===== config.mk =====
export PLATFORM = sky130hd
export DESIGN_NAME = flash_page_glue_flat
export DESIGN_NICKNAME = d
export VERILOG_FILES = /design/src/include/xbus_pkg.sv /design/src/include/xbus_if.sv /design/src/logic/flash_page_glue.sv /design/src/flat_wrapper.sv
export SDC_FILE = /design/constraint.sdc
export NUM_CORES = 1
export LEC_CHECK = 0
export BUFFER_PORTS_ARGS = -buffer_cell sky130_fd_sc_hd__buf_2
export CORE_MARGIN = 4
export CORE_UTILIZATION = 40
export CTS_BUF_LIST = sky130_fd_sc_hd__clkbuf_2
export DETAILED_ROUTE_END_ITERATION = 10
export PLACE_DENSITY_LB_ADDON = 0.2
export SLEW_MARGIN = 15
export SYNTH_ARGS = -nofsm -noshare
export SYNTH_HDL_FRONTEND = slang
export SYNTH_SLANG_ARGS = --single-unit

===== constraint.sdc =====
create_clock -name clk -period 1.5 [get_ports clk]
set_input_delay 0.225 -clock clk [delete_from_list [all_inputs] [get_ports clk]]
set_output_delay 0.225 -clock clk [all_outputs]
set_load 0.01 [all_outputs]

===== src/include/xbus_pkg.sv =====
// Package for the slave-bus flash page decode: register offsets, field positions,
// reset values and slave-bus widths shared by both ends.
// Assumes a single 200 MHz clock and a synchronous active-high reset everywhere.
package xbus_pkg;
    // -------------------------------------------------------------------------
    // Slave bus shape
    // -------------------------------------------------------------------------
    localparam int XB_DATA_W = 8;
    localparam int XB_ADDR_W = 17;
    localparam int GCS_N     = 3;
    localparam int DEV_SEL_N = 16;
    localparam int DEV_IDX_W = 4;
    // -------------------------------------------------------------------------
    // Control register fields
    // -------------------------------------------------------------------------
    localparam int CTL_BANK_BIT = 7;
    localparam int CTL_SEC_HI   = 6;
    localparam int CTL_SEC_LO   = 5;
    localparam int CTL_VPP_BIT  = 4;
    localparam int CTL_TRIG_HI  = 3;
    localparam logic [7:0] CTL_RESET = 8'h00;
    // Flash window in system memory space and flash address size.
    localparam logic [31:0] WIN_BASE = 32'h000E0000;
    localparam logic [31:0] WIN_LAST = 32'h000FFFFF;
    localparam int FLASH_ADDR_W = 20;
    // -------------------------------------------------------------------------
    // Slave-bus I/O address of the control register and the memory selects
    // -------------------------------------------------------------------------
    localparam logic [XB_ADDR_W-1:0] CTL_IO_ADDR = 17'h004D1;
    localparam int MCS_NVRAM = 0;
    localparam int MCS_FLASH = 1;
    localparam int MCS_N     = 2;
    // -------------------------------------------------------------------------
    // Controller registers on Avalon-MM (byte addresses)
    // -------------------------------------------------------------------------
    localparam logic [3:0] AV_CMD_ADDR  = 4'h0;
    localparam logic [3:0] AV_DATA_ADDR = 4'h4;
    localparam logic [3:0] AV_STAT_ADDR = 4'h8;
    localparam logic [3:0] AV_RDAT_ADDR = 4'hC;
    localparam int CMD_WRITE_BIT = 31;
    localparam int CMD_MEM_BIT   = 30;
    localparam int CMD_FWE_BIT   = 29;
    localparam logic [31:0] UNMAPPED_READ = 32'h00000000;
    // Strobe width on the slave bus, in clock cycles.
    localparam int STROBE_NS     = 100;
    localparam int CLK_PERIOD_NS = 5;
    localparam int STROBE_CYC    = (STROBE_NS + CLK_PERIOD_NS - 1) / CLK_PERIOD_NS;
    typedef enum logic [1:0] {
        XS_IDLE   = 2'b00,
        XS_STROBE = 2'b01,
        XS_DONE   = 2'b11
    } xfer_state_type;
endpackage


===== src/include/xbus_if.sv =====
// Interface joining the bridge-side controller to the flash page decode glue.
// Assumes both ends share clk; only the bus data lines are two-way.
interface xbus_if;
    import xbus_pkg::*;
    logic [XB_ADDR_W-1:0] addr;
    logic [XB_DATA_W-1:0] data_h2d;
    logic                 data_h2d_oe;
    logic [XB_DATA_W-1:0] data_d2h;
    logic                 data_d2h_oe;
    logic                 ior_n;
    logic                 iow_n;
    logic                 memr_n;
    logic                 memw_n;
    logic [GCS_N-1:0]     gcs_n;
    logic [MCS_N-1:0]     mcs_n;
    logic                 flash_we;
    modport bridge (output addr, data_h2d, data_h2d_oe, ior_n, iow_n, memr_n, memw_n,
                    gcs_n, mcs_n, flash_we, input data_d2h, data_d2h_oe);
    modport glue   (input addr, data_h2d, data_h2d_oe, ior_n, iow_n, memr_n, memw_n,
                    gcs_n, mcs_n, flash_we, output data_d2h, data_d2h_oe);
endinterface


===== src/logic/flash_page_glue.sv =====
// Slave-bus glue: buffers the low data byte and address, splits a shared chip
// select into device selects, enables the private memory buffer, maps a flash
// section into the upper memory window and gates programming voltage.
// Assumes the bridge end decodes and strobes; jumper pins are asynchronous.
//
// Summary of operation
// RL1: buffer 8 data, 17 address bits, strobes
// RL2: bridge decodes and drives chip selects, strobes
// RL3: bridge sets select ranges via base, mask; bridge_ctrl picks the select from command bits 21:20 instead
// RL4: split shared select zero into device selects
// RL5: memory buffer enable is OR of selects
// RL6: bridge alone controls configuration memory access
// RL7: only one 128 KB of eight sections visible
// RL8: control bit 7 selects flash bank
// RL9: bits 6,5 pick quarter within bank
// RL10: upper flash address from stored section bits
// RL11: bank jumper forces bank select to one
// RL12: programming needs bridge write enable and bit 4
// RL13: failsafe region also needs voltage jumper
// RL14: section appears at E0000h through FFFFFh
// RL15: low four bits stored apart as trigger
// RL16: reset clears section and voltage bits
// RL17: control register reads back effective bank
module flash_page_glue
    import xbus_pkg::*;
(
    input  wire logic                    clk,
    input  wire logic                    rst,
    xbus_if.glue                         xb,
    input  wire logic                    bank_jumper,
    input  wire logic                    vpp_jumper,
    input  wire logic [31:0]             sys_addr,
    output logic [XB_DATA_W-1:0]         slave_data,
    output logic [XB_ADDR_W-1:0]         slave_addr,
    output logic [3:0]                   slave_strb_n,
    output logic [DEV_SEL_N-1:0]         dev_sel_n,
    output logic                         bdata_oe_n,
    output logic [FLASH_ADDR_W-1:0]      flash_addr,
    output logic                         flash_in_window,
    output logic                         program_voltage_enable_low,
    output logic [3:0]                   trigger_bits
);
    // -------------------------------------------------------------------------
    // State
    // -------------------------------------------------------------------------
    typedef struct packed {
        logic [1:0]                 bank_sync;
        logic [1:0]                 vpp_sync;
        logic [3:0]                 flash_ctl;
        logic [3:0]                 trig;
        logic [XB_DATA_W-1:0]       sdata;
        logic [XB_ADDR_W-1:0]       saddr;
        logic [3:0]                 strb_n;
        logic [DEV_SEL_N-1:0]       dsel_n;
        logic                       boe_n;
        logic [FLASH_ADDR_W-1:0]    faddr;
        logic                       in_win;
        logic                       vpen_n;
        logic [XB_DATA_W-1:0]       rdata;
        logic                       rd_oe;
        logic                       iow_n_prev;
    } glue_state_type;

    glue_state_type state_q;
    glue_state_type state_d;

    logic       bank_eff;
    logic       ctl_hit;
    logic [7:0] ctl_read;

    // Jumpers pass two flops; only the second stage is read.
    assign bank_eff = state_q.flash_ctl[CTL_BANK_BIT-4] | state_q.bank_sync[1];  // RL11
    assign ctl_hit  = (xb.addr == CTL_IO_ADDR);
    assign ctl_read = {bank_eff, state_q.flash_ctl[2:0], state_q.trig};          // RL17

    // -------------------------------------------------------------------------
    // Next state
    // -------------------------------------------------------------------------
    always_comb begin
        state_d = state_q;
        state_d.bank_sync = {state_q.bank_sync[0], bank_jumper};
        state_d.vpp_sync  = {state_q.vpp_sync[0], vpp_jumper};
        state_d.sdata  = xb.data_h2d_oe ? xb.data_h2d : state_q.sdata;            // RL1
        state_d.saddr  = xb.addr;                                                 // RL1
        state_d.strb_n = {xb.ior_n, xb.iow_n, xb.memr_n, xb.memw_n};              // RL1
        state_d.dsel_n = '1;
        if (!xb.gcs_n[0]) begin
            state_d.dsel_n[xb.addr[DEV_IDX_W-1:0]] = 1'b0;                       // RL4
        end
        state_d.boe_n = &xb.mcs_n;                                                // RL5
        state_d.iow_n_prev = xb.iow_n;
        // Write on the rising edge of the write strobe, when data is settled.
        if (ctl_hit && xb.iow_n && !state_q.iow_n_prev) begin
            state_d.flash_ctl = state_q.sdata[CTL_BANK_BIT:CTL_VPP_BIT];
            state_d.trig      = state_q.sdata[CTL_TRIG_HI:0];                     // RL15
        end
        state_d.rd_oe = ctl_hit && !xb.ior_n;
        state_d.rdata = ctl_read;                                                 // RL17
        state_d.faddr = {bank_eff, state_q.flash_ctl[CTL_SEC_HI-4:CTL_SEC_LO-4],
                         sys_addr[XB_ADDR_W-1:0]};                                // RL7 RL8 RL9 RL10
        state_d.in_win = (sys_addr >= WIN_BASE) && (sys_addr <= WIN_LAST);        // RL14
        // Voltage only with software enable, bridge write enable and, for the
        // failsafe quarters, the jumper; the three-way gate keeps accidents out.
        state_d.vpen_n = !(state_q.flash_ctl[CTL_VPP_BIT-4] && xb.flash_we &&
                           (!(bank_eff && !state_q.flash_ctl[CTL_SEC_HI-4]) ||
                            state_q.vpp_sync[1]));                                // RL12 RL13
    end

    // -------------------------------------------------------------------------
    // Register
    // -------------------------------------------------------------------------
    always_ff @(posedge clk) begin
        if (rst) begin
            state_q        <= '0;
            state_q.strb_n <= 4'hF;
            state_q.dsel_n <= '1;
            state_q.boe_n  <= 1'b1;
            state_q.vpen_n <= 1'b1;
            state_q.iow_n_prev <= 1'b1;
            state_q.flash_ctl <= CTL_RESET[CTL_BANK_BIT:CTL_VPP_BIT];             // RL16
            state_q.trig   <= CTL_RESET[CTL_TRIG_HI:0];
        end else begin
            state_q <= state_d;
        end
    end

    assign xb.data_d2h                = state_q.rdata;
    assign xb.data_d2h_oe             = state_q.rd_oe;
    assign slave_data                 = state_q.sdata;
    assign slave_addr                 = state_q.saddr;
    assign slave_strb_n               = state_q.strb_n;
    assign dev_sel_n                  = state_q.dsel_n;
    assign bdata_oe_n                 = state_q.boe_n;
    assign flash_addr                 = state_q.faddr;
    assign flash_in_window            = state_q.in_win;
    assign program_voltage_enable_low = state_q.vpen_n;
    assign trigger_bits               = state_q.trig;
endmodule

===== src/flat_wrapper.sv =====
// flat-port wrapper written by rule: the top's interface ports become plain ports
module flash_page_glue_flat import xbus_pkg::*;
  (clk, rst, bank_jumper, vpp_jumper, sys_addr, slave_data, slave_addr, slave_strb_n, dev_sel_n, bdata_oe_n, flash_addr, flash_in_window, program_voltage_enable_low, trigger_bits, xb_addr, xb_data_h2d, xb_data_h2d_oe, xb_ior_n, xb_iow_n, xb_memr_n, xb_memw_n, xb_gcs_n, xb_mcs_n, xb_flash_we, xb_data_d2h, xb_data_d2h_oe);
  xbus_if xb_i ();
  input  wire logic clk;
  input  wire logic rst;
  input  wire logic bank_jumper;
  input  wire logic vpp_jumper;
  input  wire logic [31:0] sys_addr;
  output logic [XB_DATA_W-1:0] slave_data;
  output logic [XB_ADDR_W-1:0] slave_addr;
  output logic [3:0] slave_strb_n;
  output logic [DEV_SEL_N-1:0] dev_sel_n;
  output logic bdata_oe_n;
  output logic [FLASH_ADDR_W-1:0] flash_addr;
  output logic flash_in_window;
  output logic program_voltage_enable_low;
  output logic [3:0] trigger_bits;
  input wire logic [$bits(xb_i.addr)-1:0] xb_addr;
  input wire logic [$bits(xb_i.data_h2d)-1:0] xb_data_h2d;
  input wire logic [$bits(xb_i.data_h2d_oe)-1:0] xb_data_h2d_oe;
  input wire logic [$bits(xb_i.ior_n)-1:0] xb_ior_n;
  input wire logic [$bits(xb_i.iow_n)-1:0] xb_iow_n;
  input wire logic [$bits(xb_i.memr_n)-1:0] xb_memr_n;
  input wire logic [$bits(xb_i.memw_n)-1:0] xb_memw_n;
  input wire logic [$bits(xb_i.gcs_n)-1:0] xb_gcs_n;
  input wire logic [$bits(xb_i.mcs_n)-1:0] xb_mcs_n;
  input wire logic [$bits(xb_i.flash_we)-1:0] xb_flash_we;
  output wire logic [$bits(xb_i.data_d2h)-1:0] xb_data_d2h;
  output wire logic [$bits(xb_i.data_d2h_oe)-1:0] xb_data_d2h_oe;
  assign xb_i.addr = xb_addr;
  assign xb_i.data_h2d = xb_data_h2d;
  assign xb_i.data_h2d_oe = xb_data_h2d_oe;
  assign xb_i.ior_n = xb_ior_n;
  assign xb_i.iow_n = xb_iow_n;
  assign xb_i.memr_n = xb_memr_n;
  assign xb_i.memw_n = xb_memw_n;
  assign xb_i.gcs_n = xb_gcs_n;
  assign xb_i.mcs_n = xb_mcs_n;
  assign xb_i.flash_we = xb_flash_we;
  assign xb_data_d2h = xb_i.data_d2h;
  assign xb_data_d2h_oe = xb_i.data_d2h_oe;
  flash_page_glue u_core (.clk(clk), .rst(rst), .xb(xb_i), .bank_jumper(bank_jumper), .vpp_jumper(vpp_jumper), .sys_addr(sys_addr), .slave_data(slave_data), .slave_addr(slave_addr), .slave_strb_n(slave_strb_n), .dev_sel_n(dev_sel_n), .bdata_oe_n(bdata_oe_n), .flash_addr(flash_addr), .flash_in_window(flash_in_window), .program_voltage_enable_low(program_voltage_enable_low), .trigger_bits(trigger_bits));
endmodule

==> run_results.csv, run 1 <==
group,metric,value,unit
synthesis,synth-edff-count,0,
pwr,clockPowerShare,31.6,%
placement,routabilityCongestion,0.770,
critical_path,cp.required,1.95,ns
synthesis,yosys_warnings,0,
synthesis,post_synthesis_compound_gate_area_fraction,0.663,%
clocking,clock-root-buffer,"clkbuf_2",
clocking,total_number_of_clock_tree_sinks,86,
drt,iteration_0_drc_markers,33,
synthesis,syn_area_per_cell,10.7,µm²
synthesis,seq_area_frac_synth,53.6,%
die,floorplan.initialDensity,41.3,%
critical_path,critPathMaxStageDelay,0.56,ns
die,core,7770,µm²
global_routing,grt_max_degree,21,
clocking,cts.clk_slew.worst_paths,0.25,ns
critical_path,crit_top_cell,"dlygate4sd3_1",
pwr,pwr-share-seq,56.9,%
pwr,switchingPower,0.994,mW
drt,dr.pass1.iters,4,
final_layout,design_area,4320,µm²
synthesis,combinational_family_with_the_most_area_after_synthesis,"simple AND/OR/NAND/NOR gates",
synthesis,netlist-cell-type-count,30,
drt,drt-wirelength-per-cell,12.6,µm
die,num_rows,32,
outcome,failed_checks,"setup timing",
drt,num_vias,2344,
synthesis,synthTopCellsByCount,"dfxtp_1, buf_4, nor2b_1",
synthesis,yosys.area_share.simple,20.2,%
final_layout,final_core_utilization,55.6,%
timing,fmax,660,MHz
timing,report.final.hold_viol_count,0,
final_layout,antenna_diode_instance_count,0,
timing,fin_ws,-0.0141,ns
clocking,cts-htree-levels,3,
timing,report.final.setup_viol,1,
die,die_w,97.6,µm
synthesis,synth_mux_area_share,5.77,%
placement,numPortBuffers,150,
pwr,p_sw_share,23.6,%
synthesis,async_flop_share,0,%
timing,final_min_period_over_clock_period,101,%
pwr,static-leakage-power,2.04,nW
synthesis,synth_top_flop_cell,"dfxtp_1",
global_routing,grt_overflow_total,0,
pwr,power.density_cell_area,973,nW/µm²
synthesis,yosys.area_share.adder,0,%
global_routing,antenna_violations_before_repair,0,
synthesis,yosysTopAreaCell,"dfxtp_1",
clocking,postCtsSetupRepairBufs,0,
die,chipHeight,97.6,µm
pwr,cellInternalPower,3.21,mW
placement,dpl_cell_area,3580,µm²
drt,drt-total-wl,7000,µm
clocking,cts_inserted_buffers,9,
final_layout,layout.filler_cells,689,
global_routing,grt_pass1_wl,11300,µm
pwr,worst_ir_drop_vdd,0.485,mV
synthesis,synth.net_count,373,
final_layout,drive_gt1_share,43.5,%
critical_path,critical_path.max_fanout,3,
timing,setup_tns,-0.0141,ns
pwr,combPwrFrac,11.6,%
clocking,tritoncts_clock_tree,"yes",
critical_path,critPathArrivalTime,1.96,ns
critical_path,start_kind,"primary input",
die,boundaryPins,153,
placement,dpl.hpwl,4850,µm
min_path,timing.hold.worst.class,"in2reg",
drt,drt_drc_violations_left,0,
synthesis,synth_largest_type_area_fraction,53.6,%
timing,slew_headroom,77.1,%
timing,final_max_slew_viol_count,0,
placement,placedCellCount,483,
clocking,insertion_delay,0.50,ns
timing,tightestPinTransition,0.338,ns
final_layout,finish.net_count,523,
synthesis,postSynthCellCount,301,
final_layout,instances_no_fill,557,
synthesis,yosys.cell_count.top_type,"dfxtp_1",
critical_path,timing.critical_path.slowest_stage_cell,"dlygate4sd3_1",
timing,fin_worst_skew,0.0235,ns
die,die_area,9520,µm²
synthesis,ys_seq_elements,86,
timing,finalCriticalPeriod,1.51,ns
drt,remaining_antenna_violation_count_after_routing,0,
critical_path,type_of_the_setup_path_with_the_least_slack,"in2reg",
global_routing,gr-usage-all-layers,14.7,%
outcome,outcome,"finished, violations left",
synthesis,synth.top_cells.by_area,"dfxtp_1, buf_4, nor2b_1",
synthesis,synth-xor-area-share,0,%
clocking,cts-root-to-sink-buffers,2,
drt,vias_per_cell,4.21,
flow_run,max_cap_viol_count,0,
critical_path,endpoint_kind,"register",
timing,grt_setup_unrepaired,"yes",
critical_path,crit_path_cell_trace,"dlygate4sd3_1 > buf_2 > nor4bb_2 > nand4_1 > nor3_2 > dlygate4sd3_1",
global_routing,number_of_global_route_vias_before_repair,2441,
final_layout,layout-area-overhead-vs-synth,34.7,%
synthesis,syn_area,3210,µm²
-- placed cells by master, fill, tap and decap left out --
cell type,Yosys,layout
mux2_4,7,7
nor2b_1,51,51
nor3_2,0,1
mux2i_1,8,8
nand2b_1,3,3
nand4_1,2,2
buf_2,0,150
inv_6,0,1
buf_4,77,16
nor4bb_2,0,1
nor4_2,0,1
nor4b_2,1,1
and2_4,1,1
nor3_1,3,2
inv_1,1,1
and2b_1,1,1
nor4b_1,2,2
and3_1,1,1
nor4_1,4,3
clkinvlp_4,0,2
nor2_1,14,14
a21o_1,1,1
dfxtp_1,86,86
nor2b_4,1,1
or3_1,1,1
dlygate4sd3_1,0,59
clkbuf_2,0,10
nand2_1,13,13
and4b_1,1,1
and3b_1,1,1
o311ai_0,1,1
or2_2,4,4
nand4b_1,1,1
nand3_1,4,4
o21ai_0,1,1
bufinv_16,0,2
-- critical path: cells and delay by family --
kind,cells,cell delay (ns)
simple gates,3,0.54
buf+inv,3,1.21
-- metal layers --
layer  up-vias  share of wire, %  track usage (%)
met4         0               2.1             6.39
li1       1181                 -                -
met1      1057                41             16.3
met3        12               7.6             5.10
met2        94                50             25.4
met5         -                 0                0
-- state kept, by name, summed over array words and instances, names as in the netlist, 4 cells and up --
register,flops
u_core.xb.data_d2h,8
u_core.slave_strb_n,4
u_core.flash_addr,17
u_core.slave_addr,17
u_core.dev_sel_n,16
u_core.trigger_bits,4
u_core.slave_data,8
-- metrics by stage --
| stage | worst slack, ns | hold WS [ns] | power [mW] |
|---|---|---|---|
| 6_report | -0.0141 | 0.0514 | 4.20 |
| 5_1_grt | -0.00751 | 0.0312 | 4.41 |
| 4_1_cts | 0.00587 | 0.00603 | 4.27 |
| 3_5_place_dp | -0.164 | 0.411 | 2.81 |
| 3_3_place_gp | -0.230 | 0.407 | 2.81 |
| 2_1_floorplan | 0.0823 | 0.297 | 2.68 |
-- cell families (layout without fill, tap and decap cells) --
logic type,Yosys count,count (layout)
AND/OR/NAND/NOR,110,110
buffers and inverters,87,241
flip-flops,86,86
multiplexers,15,15
AO/OA/AOI/OAI,3,3
-- worst paths after layout --
path	slack [ns]	startpoint	endpoint	cells after the start
setup / recovery	-0.01	xb_addr[6]	u_core.xb.data_d2h_oe	6
setup reg to reg	0.24	u_core.slave_strb_n[2]	u_core.ctl_read[4]	3
hold / removal	0.05	xb_addr[2]	u_core.slave_addr[2]	4
hold reg to reg	0.47	u_core.trigger_bits[3]	u_core.xb.data_d2h[3]	1
-- power by group through the flow --
stage | registers, mW | clock network, mW | logic, mW
floorplan | 2.43 | 0 | 0.250
finish | 2.39 | 1.33 | 0.486
global route | 2.40 | 1.47 | 0.534
global placement | 2.44 | 0 | 0.369
CTS | 2.39 | 1.39 | 0.486
detailed placement | 2.44 | 0 | 0.373
-- what timing repair did --
action	CTS	global route
hold endpoints to repair	56	0
gates resized for setup	0	3
endpoints found under the setup margin	0	5
hold buffers	59	0
-- area by class of cell --
cell class / count / area (µm²) / area share, %
timing repair buffer: 225 / 1460 / 33.8
multi-input combinational: 128 / 873 / 20.2
inverter: 1 / 3.75 / 0.0869
sequential: 86 / 1720 / 39.8
clock buffer: 10 / 50.0 / 1.16
clock inverter: 5 / 83.8 / 1.94
tap: 102 / 128 / 2.95
No activity file was read; power rests on OpenSTA's default activity.
==> inputs of run 2 (changes only) <==
--- a/config.mk
+++ b/config.mk
@@ -5,11 +5,11 @@
 export SDC_FILE = /design/constraint.sdc
 export NUM_CORES = 1
 export LEC_CHECK = 0
-export BUFFER_PORTS_ARGS = -buffer_cell sky130_fd_sc_hd__buf_2
 export CORE_MARGIN = 4
 export CORE_UTILIZATION = 40
 export CTS_BUF_LIST = sky130_fd_sc_hd__clkbuf_2
 export DETAILED_ROUTE_END_ITERATION = 10
+export DONT_BUFFER_PORTS = 1
 export PLACE_DENSITY_LB_ADDON = 0.2
 export SLEW_MARGIN = 15
 export SYNTH_ARGS = -nofsm -noshare
==> constraint.sdc (replaced) <==
create_clock -name clk -period 1.7 [get_ports clk]
set_input_delay 0.255 -clock clk [delete_from_list [all_inputs] [get_ports clk]]
set_output_delay 0.255 -clock clk [all_outputs]
set_load 0.01 [all_outputs]
==> run_results.csv, run 2 (synthesis results as in run 1) <==
group,metric,value,unit
outcome,outcome,"finished, final reports clean",
timing,fin_ws,0.0137,ns
die,floorplan.initialDensity,41.3,%
drt,iteration_0_drc_markers,53,
global_routing,gr-usage-all-layers,13.2,%
final_layout,final-seq-area,1720,µm²
placement,numPortBuffers,0,
timing,fin_worst_skew,0.0160,ns
clocking,tritoncts_clock_tree,"yes",
critical_path,worst_setup_startpoint,"xb_addr[3]",
final_layout,footprint_of_the_multi_input_gates,856,µm²
drt,drt-wirelength-per-cell,15.6,µm
critical_path,crit_top_cell,"dlygate4sd3_1",
critical_path,critPathMaxStageDelay,0.62,ns
placement,placedCellCount,320,
timing,final_max_slew_viol_count,0,
timing,finalCriticalPeriod,1.69,ns
global_routing,grt_max_degree,72,
pwr,power.density_cell_area,982,nW/µm²
placement,routabilityCongestion,0.719,
global_routing,antenna_violations_before_repair,0,
drt,vias_per_cell,4.39,
global_routing,grt_overflow_total,0,
drt,drt-total-wl,6240,µm
final_layout,design_area,3530,µm²
global_routing,number_of_global_route_vias_before_repair,1871,
placement,dpl_cell_area,2730,µm²
drt,dr.pass1.iters,4,
critical_path,endpoint_kind,"register",
timing,fmax,593,MHz
clocking,cts-htree-levels,3,
final_layout,drive_gt1_share,11.0,%
clocking,ctsResizeCount,0,
placement,dpl.hpwl,3930,µm
die,die_w,97.6,µm
critical_path,critPathArrivalTime,2.15,ns
clocking,cts_inserted_buffers,9,
min_path,hold_path.startpoint,"rst",
critical_path,cp.required,2.17,ns
min_path,timing.hold.worst.class,"in2reg",
timing,report.final.hold_viol_count,0,
final_layout,mostFrequentLayoutCell,"dfxtp_1",
die,boundaryPins,153,
die,core,7770,µm²
final_layout,finish.net_count,367,
critical_path,type_of_the_setup_path_with_the_least_slack,"in2reg",
timing,slew_headroom,66.0,%
pwr,worst_ir_drop_vdd,0.405,mV
die,chipHeight,97.6,µm
die,die_area,9520,µm²
drt,remaining_antenna_violation_count_after_routing,0,
pwr,power_consumption,3.46,mW
critical_path,critical_path.max_fanout,5,
timing,grt_setup_unrepaired,"no",
timing,tightestPinTransition,0.506,ns
final_layout,instances_no_fill,401,
final_layout,mostFrequentLayoutCells,"dfxtp_1, dlygate4sd3_1, nor2b_1",
clocking,cts-root-to-sink-buffers,2,
flow_run,max_cap_viol_count,0,
critical_path,timing.critical_path.slowest_stage_cell,"dlygate4sd3_1",
clocking,insertion_delay,0.52,ns
timing,setup_tns,0,ns
clocking,clock-root-buffer,"clkbuf_2",
timing,report.final.setup_viol,0,
critical_path,beginning_of_the_worst_register_to_register_path,"u_core.slave_strb_n[2]",
drt,drt_drc_violations_left,0,
clocking,total_number_of_clock_tree_sinks,86,
pwr,static-leakage-power,1.38,nW
final_layout,layout.filler_cells,744,
timing,final_min_period_over_clock_period,99.2,%
placement,placement.setup.worst_slack,0.0462,ns
drt,num_vias,1760,
final_layout,antenna_diode_instance_count,0,
critical_path,crit_path_cell_trace,"dlygate4sd3_1 > nor4b_2 > nand4_1 > nor3_1 > dlygate4sd3_1",
critical_path,start_kind,"primary input",
final_layout,layout-area-overhead-vs-synth,9.86,%
die,num_rows,32,
global_routing,grt_pass1_wl,9840,µm
clocking,cts.clk_slew.worst_paths,0.24,ns
## run 2: final cells by class
class / instances / area share (%)
Clock inverter: 6 / 2.02
Timing Repair Buffer: 69 / 19.9
Sequential cell: 86 / 48.8
Multi-Input combinational cell: 128 / 24.3
Clock buffer: 9 / 1.28
Tap cell: 102 / 3.62
Inverter: 1 / 0.106
## run 2: final timing paths
path / end / slack (ns) / cells past startpoint
min: u_core.slave_data[3] / 0.05 / 2
max reg2reg: u_core.trigger_bits[3] / 0.36 / 3
min reg2reg: u_core.state_q[89] / 0.46 / 1
max: u_core.xb.data_d2h_oe / 0.01 / 5
## run 2: metal layers
layer	vias up	track usage, %	wire, µm
met2	89	21.1	3020
li1	871	-	-
met5	-	0	0
met4	0	6.07	136
met3	13	5.96	537
met1	787	15.2	2550
## run 2: worst max-delay path, delay by kind of cell
family	cells	cell delay [ns]
buffers and inverters	2	1.18
AND/OR/NAND/NOR	3	0.71
## run 2: what timing repair did
| action | 4_1_cts | 5_1_grt |
|---|---|---|
| setup buffers | 0 | 0 |
| hold buffers | 65 | 1 |
| endpoints found under the hold margin | 86 | 1 |
## run 2: through the flow
| step | hold slack (ns) | util [%] |
|---|---|---|
| after floorplan | 0.327 | - |
| after global placement | 0.331 | 35.2 |
| after detailed placement | 0.331 | 35.2 |
| after CTS | 0.0103 | 45.3 |
| after global routing | 0.000177 | 45.4 |
| final | 0.0521 | 45.4 |
## run 2: power by group
part           total, mW  internal (mW)  switching [mW]
sequential          2.16           2.09          0.0667
combinational      0.249          0.162          0.0867
clock               1.05          0.344           0.710
total               3.46           2.60           0.863
